$ cat src/port_p_pkg.sv
// register map, field layout and reset values of the port p pad configuration block
// assumes a single ahb-lite master and word-aligned single transfers
// Overview of operation
// - function-b bits 5..2 route pins to serial port
// - function-b bits 31..6, 1..0 read zero
// - open-drain bit: 0 push-pull, 1 open-drain
// - pull-up bit per pin, cleared at reset
// - input-enable bit per pin, cleared at reset
// - upper bits 31..7 read zero, ignore writes
// - after reset all pins plain, everything disabled
// - function-b at 0x0C, open-drain at 0x28
// - pull-up at 0x2C, input-enable at 0x38
`default_nettype none
package port_p_pkg;
    localparam int pin_count = 7;                      // pins of the port
    localparam logic [11:0] off_function_b = 12'h000C; // second function-select
    localparam logic [11:0] off_open_drain = 12'h0028; // output style
    localparam logic [11:0] off_pullup = 12'h002C;     // pull-up enables
    localparam logic [11:0] off_input_en = 12'h0038;   // input buffer enables
    localparam logic [11:0] off_output_en = 12'h0004;  // output enable
    localparam logic [11:0] off_data = 12'h0000;       // data out / pin in
    localparam logic [11:0] off_function_a = 12'h0008; // first function-select
    localparam logic [6:0] function_b_mask = 7'h3C;    // implemented bits 5..2
    localparam logic [6:0] pin_mask = 7'h7F;           // implemented bits 6..0
    localparam logic [6:0] reset_value = 7'h00;        // every field clears
    localparam int bit_data_out = 2;                   // serial data out pin
    localparam int bit_data_in = 3;                    // serial data in pin
    localparam int bit_clock = 4;                      // serial clock pin
    localparam int bit_frame = 5;                      // serial frame pin
    localparam logic [1:0] htrans_nonseq = 2'b10;      // ahb transfer type
    localparam logic [1:0] htrans_seq = 2'b11;         // ahb transfer type
endpackage
`default_nettype wire

$ cat src/port_p_sync.sv
// two-flop synchroniser for the pad inputs
// assumes the pins are asynchronous to hclk
`timescale 1ns/1ps
`default_nettype none
module port_p_sync #(
    parameter int width = 7 // bits synchronised
) (
    input wire logic hclk, // system clock
    input wire logic hresetn, // async reset, low
    input wire logic [width-1:0] async_in, // raw pin levels
    output logic [width-1:0] sync_out // synchronised levels
);
    // state: both stages in one struct
    typedef struct packed {
        logic [width-1:0] stage1_ff; // first stage, read only by stage two
        logic [width-1:0] stage2_ff; // second stage
    } sync_state_t;
    sync_state_t cur_ff;
    sync_state_t nxt_ff;
    // shift the raw level along
    always_comb begin
        nxt_ff.stage1_ff = async_in;
        nxt_ff.stage2_ff = cur_ff.stage1_ff;
    end
    // registers, constant on reset
    always_ff @(posedge hclk or negedge hresetn) begin
        if (!hresetn) begin
            cur_ff <= '0;
        end else begin
            cur_ff <= nxt_ff;
        end
    end
    assign sync_out = cur_ff.stage2_ff;
endmodule
`default_nettype wire

$ cat src/port_p_pads.sv
// pad configuration for the seven-pin port: registers, pad controls, serial routing
// assumes a single ahb-lite master; peripheral and pad wires on hclk
//
// Our own choices: the AHB-Lite interface to the registers and the register addresses.
`timescale 1ns/1ps
`default_nettype none
module port_p_pads
    import port_p_pkg::*;
(
    input wire logic hclk, // system clock, 25 mhz
    input wire logic hresetn, // async reset, low
    input wire logic hsel, // slave select
    input wire logic [31:0] haddr, // byte address
    input wire logic [1:0] htrans, // transfer type
    input wire logic hwrite, // write when high
    input wire logic [2:0] hsize, // transfer size
    input wire logic [31:0] hwdata, // write data
    input wire logic hready, // bus ready in
    output logic [31:0] hrdata, // read data
    output logic hreadyout, // always ready
    output logic hresp, // always okay
    input wire logic [6:0] pin_in, // pad input levels
    output logic [6:0] pin_out, // pad output levels
    output logic [6:0] pin_oe, // pad output enables, high drives
    output logic [6:0] pin_pullup, // pad pull-up enables
    output logic [6:0] pin_input_buffer, // pad input buffer enables
    output logic [6:0] port_in, // gated pin input to the data path
    input wire logic serial_frame_select, // from serial port
    input wire logic serial_port_clock, // from serial port
    input wire logic serial_data_out, // from serial port
    output logic serial_data_in // to serial port
);
    // all state of the block
    typedef struct packed {
        logic [6:0] data_ff; // general port output data
        logic [6:0] output_en_ff; // general port output enables
        logic [6:0] function_a_ff; // first function-select
        logic [6:0] alt_function_select_b_ff; // second function-select
        logic [6:0] open_drain_select_ff; // driver style
        logic [6:0] pullup_enable_ff; // pull-ups
        logic [6:0] input_buffer_enable_ff; // input buffers
        logic wr_pend_ff; // write data phase follows
        logic [11:0] wr_addr_ff; // latched write offset
        logic [31:0] hrdata_ff; // read data
        logic [6:0] pin_out_ff; // pad outputs
        logic [6:0] pin_oe_ff; // pad enables
        logic [6:0] pin_pullup_ff; // pad pull-ups
        logic [6:0] pin_ibuf_ff; // pad input buffers
        logic [6:0] port_in_ff; // gated input
        logic serial_in_ff; // serial data in
    } pads_state_t;
    pads_state_t cur_ff;
    pads_state_t nxt_ff;
    logic [6:0] pin_sync; // synchronised pads
    logic [6:0] gated_in; // after the input buffer
    logic [6:0] serial_route; // pins handed to the serial port
    logic [6:0] drive_val; // wanted output level
    logic [6:0] drive_en; // wanted enable before open-drain
    logic take; // address phase accepted
    logic [31:0] rd_word; // read mux result
    port_p_sync #(.width(pin_count)) u_sync (
        .hclk(hclk),
        .hresetn(hresetn),
        .async_in(pin_in),
        .sync_out(pin_sync)
    );
    // pad control, register writes and read mux
    always_comb begin
        nxt_ff = cur_ff;
        take = hsel && hready && (htrans == htrans_nonseq || htrans == htrans_seq);
        // disabled buffer reads low
        gated_in = pin_sync & cur_ff.input_buffer_enable_ff;
        serial_route = cur_ff.alt_function_select_b_ff & function_b_mask;
        drive_val = cur_ff.data_ff;
        drive_en = cur_ff.output_en_ff;
        // function-a pins keep port data here; their bus owner lives elsewhere
        // serial pins: frame, clock, data out driven, data in only received
        if (serial_route[bit_frame]) begin
            drive_val[bit_frame] = serial_frame_select;
            drive_en[bit_frame] = 1'b1;
        end
        if (serial_route[bit_clock]) begin
            drive_val[bit_clock] = serial_port_clock;
            drive_en[bit_clock] = 1'b1;
        end
        if (serial_route[bit_data_out]) begin
            drive_val[bit_data_out] = serial_data_out;
            drive_en[bit_data_out] = 1'b1;
        end
        if (serial_route[bit_data_in]) begin
            drive_en[bit_data_in] = 1'b0;
        end
        // open-drain never drives high: enable only when low
        nxt_ff.pin_out_ff = drive_val;
        nxt_ff.pin_oe_ff = drive_en & ~(cur_ff.open_drain_select_ff & drive_val);
        nxt_ff.pin_pullup_ff = cur_ff.pullup_enable_ff;
        nxt_ff.pin_ibuf_ff = cur_ff.input_buffer_enable_ff;
        nxt_ff.port_in_ff = gated_in;
        nxt_ff.serial_in_ff = serial_route[bit_data_in] & gated_in[bit_data_in];
        // write data phase; only implemented bits stored
        if (cur_ff.wr_pend_ff) begin
            unique case (cur_ff.wr_addr_ff)
                off_data: nxt_ff.data_ff = hwdata[6:0] & pin_mask;
                off_output_en: nxt_ff.output_en_ff = hwdata[6:0] & pin_mask;
                off_function_a: nxt_ff.function_a_ff = hwdata[6:0] & pin_mask;
                off_function_b: nxt_ff.alt_function_select_b_ff = hwdata[6:0] & function_b_mask;
                off_open_drain: nxt_ff.open_drain_select_ff = hwdata[6:0] & pin_mask;
                off_pullup: nxt_ff.pullup_enable_ff = hwdata[6:0] & pin_mask;
                off_input_en: nxt_ff.input_buffer_enable_ff = hwdata[6:0] & pin_mask;
                default: ; // unmapped write ignored
            endcase
        end
        nxt_ff.wr_pend_ff = take && hwrite;
        nxt_ff.wr_addr_ff = haddr[11:0];
        // read mux, upper bits zero
        rd_word = 32'h0000_0000;
        unique case (haddr[11:0])
            off_data: rd_word[6:0] = cur_ff.port_in_ff;
            off_output_en: rd_word[6:0] = cur_ff.output_en_ff;
            off_function_a: rd_word[6:0] = cur_ff.function_a_ff;
            off_function_b: rd_word[6:0] = cur_ff.alt_function_select_b_ff;
            off_open_drain: rd_word[6:0] = cur_ff.open_drain_select_ff;
            off_pullup: rd_word[6:0] = cur_ff.pullup_enable_ff;
            off_input_en: rd_word[6:0] = cur_ff.input_buffer_enable_ff;
            default: ; // unmapped reads zero
        endcase
        nxt_ff.hrdata_ff = (take && !hwrite) ? rd_word : 32'h0000_0000;
    end
    // registers; all clear, pins plain and idle
    always_ff @(posedge hclk or negedge hresetn) begin
        if (!hresetn) begin
            cur_ff <= '0;
        end else begin
            cur_ff <= nxt_ff;
        end
    end
    assign hrdata = cur_ff.hrdata_ff;
    assign hreadyout = 1'b1; // zero wait states; constant is a flip-flop free level
    assign hresp = 1'b0;
    assign pin_out = cur_ff.pin_out_ff;
    assign pin_oe = cur_ff.pin_oe_ff;
    assign pin_pullup = cur_ff.pin_pullup_ff;
    assign pin_input_buffer = cur_ff.pin_ibuf_ff;
    assign port_in = cur_ff.port_in_ff;
    assign serial_data_in = cur_ff.serial_in_ff;

    // open-drain pin never enabled while high
    chk_open_drain_high: assert property (@(posedge hclk) disable iff (!hresetn)
        !(|(pin_oe & pin_out & $past(cur_ff.open_drain_select_ff))))
        else $error("open-drain pin driven high");
    // unimplemented function-b bits read zero
    chk_fb_unused_zero: assert property (@(posedge hclk) disable iff (!hresetn)
        (take && !hwrite && haddr[11:0] == off_function_b) |=> (hrdata[31:6] == '0
        && hrdata[1:0] == 2'b00))
        else $error("function-b reserved bits not zero");
    // written pull-up value reaches the pad pull-up outputs two cycles later
    chk_pullup_store: assert property (@(posedge hclk) disable iff (!hresetn)
        (cur_ff.wr_pend_ff && cur_ff.wr_addr_ff == off_pullup)
        |=> ##1 (pin_pullup == $past(hwdata[6:0], 2)))
        else $error("pull-up write not applied");
    // disabled input buffer gives low
    chk_ibuf_low: assert property (@(posedge hclk) disable iff (!hresetn)
        !(|(port_in & ~$past(cur_ff.input_buffer_enable_ff))))
        else $error("disabled input not low");
    // input buffer output follows register
    chk_ibuf_pad: assert property (@(posedge hclk) disable iff (!hresetn)
        pin_input_buffer == $past(cur_ff.input_buffer_enable_ff))
        else $error("input buffer pad mismatch");
    // upper bits of width-7 registers read zero
    chk_upper_zero: assert property (@(posedge hclk) disable iff (!hresetn)
        (take && !hwrite) |=> hrdata[31:7] == '0)
        else $error("upper bits not zero");
    // serial clock pin driven when routed and push-pull
    chk_serial_clock: assert property (@(posedge hclk) disable iff (!hresetn)
        ($past(cur_ff.alt_function_select_b_ff[bit_clock])
        && !$past(cur_ff.open_drain_select_ff[bit_clock]))
        |-> (pin_oe[bit_clock] && pin_out[bit_clock] == $past(serial_port_clock)))
        else $error("serial clock not routed");
    // open-drain register decoded at its offset
    chk_od_decode: assert property (@(posedge hclk) disable iff (!hresetn)
        (cur_ff.wr_pend_ff && cur_ff.wr_addr_ff == off_open_drain)
        |=> cur_ff.open_drain_select_ff == $past(hwdata[6:0]))
        else $error("open-drain write lost");
    // input-enable decoded at its offset
    chk_ie_decode: assert property (@(posedge hclk) disable iff (!hresetn)
        (cur_ff.wr_pend_ff && cur_ff.wr_addr_ff == off_input_en)
        |=> cur_ff.input_buffer_enable_ff == $past(hwdata[6:0]))
        else $error("input-enable write lost");
    // pins idle in the first cycle after reset
    chk_reset_idle: assert property (@(posedge hclk)
        $rose(hresetn) |-> (pin_oe == '0 && pin_pullup == '0 && pin_input_buffer == '0))
        else $error("pins not idle after reset");
    // function-b keeps only bits 5..2 of a write
    chk_fb_store_mask: assert property (@(posedge hclk) disable iff (!hresetn)
        (cur_ff.wr_pend_ff && cur_ff.wr_addr_ff == off_function_b)
        |=> cur_ff.alt_function_select_b_ff == ($past(hwdata[6:0]) & function_b_mask))
        else $error("function-b write not masked");
    // a routed data-in pin is never driven by the pad
    chk_data_in_undriven: assert property (@(posedge hclk) disable iff (!hresetn)
        $past(cur_ff.alt_function_select_b_ff[bit_data_in]) |-> !pin_oe[bit_data_in])
        else $error("serial data-in pin driven");
    // serial data in stays low unless its pin is routed
    chk_serial_in_gate: assert property (@(posedge hclk) disable iff (!hresetn)
        !$past(cur_ff.alt_function_select_b_ff[bit_data_in]) |-> !serial_data_in)
        else $error("serial data in leaks from a plain pin");
    // the push-pull frame pin left at 0 in function-b keeps its general port enable
    chk_plain_port_oe: assert property (@(posedge hclk) disable iff (!hresetn)
        (!$past(cur_ff.alt_function_select_b_ff[bit_frame])
        && !$past(cur_ff.open_drain_select_ff[bit_frame]))
        |-> pin_oe[bit_frame] == $past(cur_ff.output_en_ff[bit_frame]))
        else $error("plain frame pin lost its port enable");
    // read of open-drain returns the stored bits
    chk_od_read: assert property (@(posedge hclk) disable iff (!hresetn)
        (take && !hwrite && haddr[11:0] == off_open_drain)
        |=> hrdata[6:0] == $past(cur_ff.open_drain_select_ff))
        else $error("open-drain read mismatch");
    // read of pull-up returns the stored bits
    chk_pullup_read: assert property (@(posedge hclk) disable iff (!hresetn)
        (take && !hwrite && haddr[11:0] == off_pullup)
        |=> hrdata[6:0] == $past(cur_ff.pullup_enable_ff))
        else $error("pull-up read mismatch");
    // read of input-enable returns the stored bits
    chk_ie_read: assert property (@(posedge hclk) disable iff (!hresetn)
        (take && !hwrite && haddr[11:0] == off_input_en)
        |=> hrdata[6:0] == $past(cur_ff.input_buffer_enable_ff))
        else $error("input-enable read mismatch");
endmodule
`default_nettype wire

$ cat config.mk
export PLATFORM = sky130hd
export DESIGN_NAME = port_p_pads
export DESIGN_NICKNAME = d
export VERILOG_FILES = /design/src/port_p_pkg.sv /design/src/port_p_sync.sv /design/src/port_p_pads.sv
export SDC_FILE = /design/constraint.sdc
export NUM_CORES = 1
export LEC_CHECK = 0
export BUFFER_PORTS_ARGS = -buffer_cell sky130_fd_sc_hd__buf_2
export CAP_MARGIN = 20
export CORE_ASPECT_RATIO = 1.75
export CORE_MARGIN = 2
export CORE_UTILIZATION = 50
export CTS_CLUSTER_DIAMETER = 150
export CTS_CLUSTER_SIZE = 28
export DETAILED_ROUTE_END_ITERATION = 10
export GPL_ROUTABILITY_DRIVEN = 0
export GPL_TIMING_DRIVEN = 1
export PLACE_DENSITY_LB_ADDON = 0.05
export SYNTH_ARGS = -nofsm -noshare
export SYNTH_HDL_FRONTEND = slang
export SYNTH_SLANG_ARGS = --single-unit
$ cat constraint.sdc
create_clock -name hclk -period 2.8 [get_ports hclk]
set_clock_uncertainty 0.1 [all_clocks]
set_input_delay 0.42 -clock hclk [delete_from_list [all_inputs] [get_ports hclk]]
set_output_delay 0.42 -clock hclk [all_outputs]
set_load 0.02 [all_outputs]
==> flow_summary.json <==
{
  "synth_top_area_share_pct": 61.3,
  "ys.flop_type": "dfrtp_1",
  "outcome": "finished clean",
  "post-route-period-util_pct": 79.1,
  "worstPathCellList": "or4_4 -> nor2_2 -> nand4_2 -> nor2_4 -> mux2_2",
  "rsz0062_at_grt": "no",
  "holdWs_ns": 0.0211,
  "routedWlPerCell_um": 17.2,
  "holdCritStartpoint": "pin_in[6]",
  "maxSlewViolCount": 0,
  "numCtsBuffers": 17,
  "crit_slowest_cell": "or4_4",
  "avgSynthCellArea_sq_um": 13.6,
  "antenna_cells": 0,
  "area_growth_syn_to_layout_pct": 18.4,
  "overflow": 0,
  "tritoncts": "yes",
  "fp.dieH_um": 133,
  "dieWidth_um": 77.6,
  "reg2reg_from": "cur_ff[73]",
  "design.die.area_sq_um": 10300,
  "drt-initial-drc-count": 145,
  "critPathRequiredTime_ns": 2.99,
  "route.detailed.drc": 0,
  "async_reset_ff_share_pct": 100,
  "ir_worst_vdd_mv": 0.565,
  "timing.final.ws_setup_ns": 0.586,
  "clk_path_buf_depth": 2,
  "drive_gt1_share_pct": 43.3,
  "synth.area.top_cells": "dfrtp_1, mux2_2, buf_4",
  "cp-end-kind": "register",
  "critical_path_depth": 5,
  "cp-endpoint": "cur_ff[127]",
  "hold_class": "primary input to register",
  "row_count": 47,
  "post-dp-hpwl_um": 6280,
  "crit_start": "cur_ff[73]",
  "max_freq_mhz": 452,
  "synth_cells": 349,
  "reg2reg_slack_ns": 0.59,
  "antenna_left": 0,
  "ys_top_cells_by_count": "dfrtp_1, buf_4, mux2_2",
  "root_buffer": "clkbuf_16",
  "ys_warn_count": 0,
  "ys_ff_latch": 116,
  "critical_path_arrival_ns": 2.40,
  "cpPeakStageDelay_ns": 0.57,
  "yosysTopAreaCell": "dfrtp_1",
  "hold_depth": 1,
  "antenna_found_initial": 0,
  "grtUsageTotal_pct": 19.7,
  "crit_buf_inv": 0,
  "setup_viol": 0,
  "grt_first_pass_wirelength_um": 14800,
  "synth_seq_area_share_pct": 61.3,
  "via_count": 2693,
  "portBuffers": 77,
  "maxCapViolCount": 0,
  "worstPathMaxFanout": 7,
  "reg2regPathDepth": 5,
  "path_class": "register to register",
  "cts_num_sinks": 116,
  "initial_core_util_pct": 50.7,
  "worstMarginPinSlew_ns": 0.750,
  "finalHoldViolCount": 0,
  "p_per_area_nw_per_um2": 756,
  "period_needed_ns": 2.21,
  "path_delay_family": "simple AND/OR/NAND/NOR gates",
  "synth_edf_count": 0,
  "tns_ns": 0,
  "syn_area_sq_um": 4740,
  "io_pins": 154,
  "rr_endpoint": "cur_ff[127]",
  "clkTransAtPathRegs_ns": 0.05,
  "core_area_sq_um": 9350,
  "first_pass_iters": 4,
  "dp_slack_ns": 0.581,
  "critPathLaunchType": "register",
  "grt_max_degree": 60,
  "slew_headroom_pct": 50.0,
  "p_leak_nw": 2.90,
  "synth.distinct_cells": 36,
  "vias_per_cell": 4.97,
  "h-tree-depth": 4,
  "synth.most_common_cell": "dfrtp_1",
  "grt_pass1_vias": 2793,
  "clkLatencyLatePin_ns": 0.40,
  "nNetsFinal": 492,
  "routed_wirelength_um": 9320
}
## cell usage in the layout, fill, tap and decap left out, drive strengths merged, types with 2 or more instances in the layout
| master | n |
|---|---|
| nand2 | 11 |
| a21oi | 11 |
| clkinv | 3 |
| clkbuf | 22 |
| conb | 27 |
| nand4 | 3 |
| mux2i | 4 |
| mux2 | 52 |
| nor4 | 3 |
| a31oi | 2 |
| nor3 | 12 |
| a21boi | 4 |
| inv | 4 |
| and2 | 8 |
| a221oi | 3 |
| nand2b | 2 |
| bufinv | 5 |
| dfrtp | 116 |
| and3 | 2 |
| mux4 | 4 |
| nand3 | 7 |
| dlygate4sd3 | 3 |
| buf | 86 |
| nor2 | 17 |
## cell families (layout without fill, tap and decap cells)
kind of cell           Yosys count  after routing  synth area share [%]
AO/OA/AOI/OAI                   25             25                  3.43
AND/OR/NAND/NOR                 68             68                  8.32
multiplexers                    60             60                  15.1
buffers and inverters           78            124                  11.7
flip-flops                     116            116                  61.3
other                            2             27                 0.159
## area by class of cell
cell class | count | area, sq um
Clock inverter | 9 | 173
Multi-Input combinational cell | 180 | 1370
Fill cell | 763 | 3740
Timing Repair Buffer | 89 | 498
Inverter | 4 | 15.0
Tap cell | 122 | 153
Sequential cell | 116 | 2900
Clock buffer | 22 | 494
## worst register-to-register path, delay by kind of cell (launching register included)
family        cells  cell delay [ns]
flops             1             0.40
simple gates      4             1.23
mux               1             0.39
## sequential cells by signal, summed over array words and instances, names as in the netlist
name	count
serial_data_in	1
port_in	7
pin_oe	7
u_sync.sync_out	7
pin_out	7
u_sync.cur_ff	7
pin_pullup	7
hrdata	7
cur_ff	59
pin_input_buffer	7
## through the flow
step / total power [W] / util, % / instance area (sq um) / instances
after global routing: 0.00438 / 60.0 / 5610 / 542
after detailed placement: 0.00188 / 52.5 / 4910 / 508
final: 0.00424 / 60.0 / 5610 / 542
after floorplan: 0.00182 / - / 4830 / 374
after global placement: 0.00188 / 52.5 / 4910 / 508
after CTS: 0.00429 / 60.0 / 5610 / 542
## where the power goes
group	leakage, nW	internal, W	switching (W)
combinational	1.01	0.0000363	0.000109
clock	0.328	0.00169	0.000700
sequential	1.56	0.00170	0.00000729
## worst min-delay path by stage
stage                              end  slack (ns)
finish               u_sync.cur_ff[13]        0.02
global route         u_sync.cur_ff[10]     0.00008
CTS                  u_sync.cur_ff[13]       0.002
detailed placement  u_sync.sync_out[6]        0.24
global placement    u_sync.sync_out[6]        0.23
floorplan                  cur_ff[100]        0.02
## what timing repair did
| item | CTS | global route |
|---|---|---|
| resized for setup | 0 | 0 |
| setup buffers | 0 | 0 |
| endpoints found under the setup margin | 0 | 0 |
| hold endpoints to repair | 6 | 0 |
| hold buffers | 3 | 0 |
## metal layers
layer  global-route usage, %  wire length [um]  share of wire (%)
met5                       0                 0                  0
met4                    9.03               196                2.1
met3                    5.73               456                4.9
met2                    32.3              4980                 53
met1                    23.7              3680                 40
Note: power is estimated with default switching activity, not from simulation.
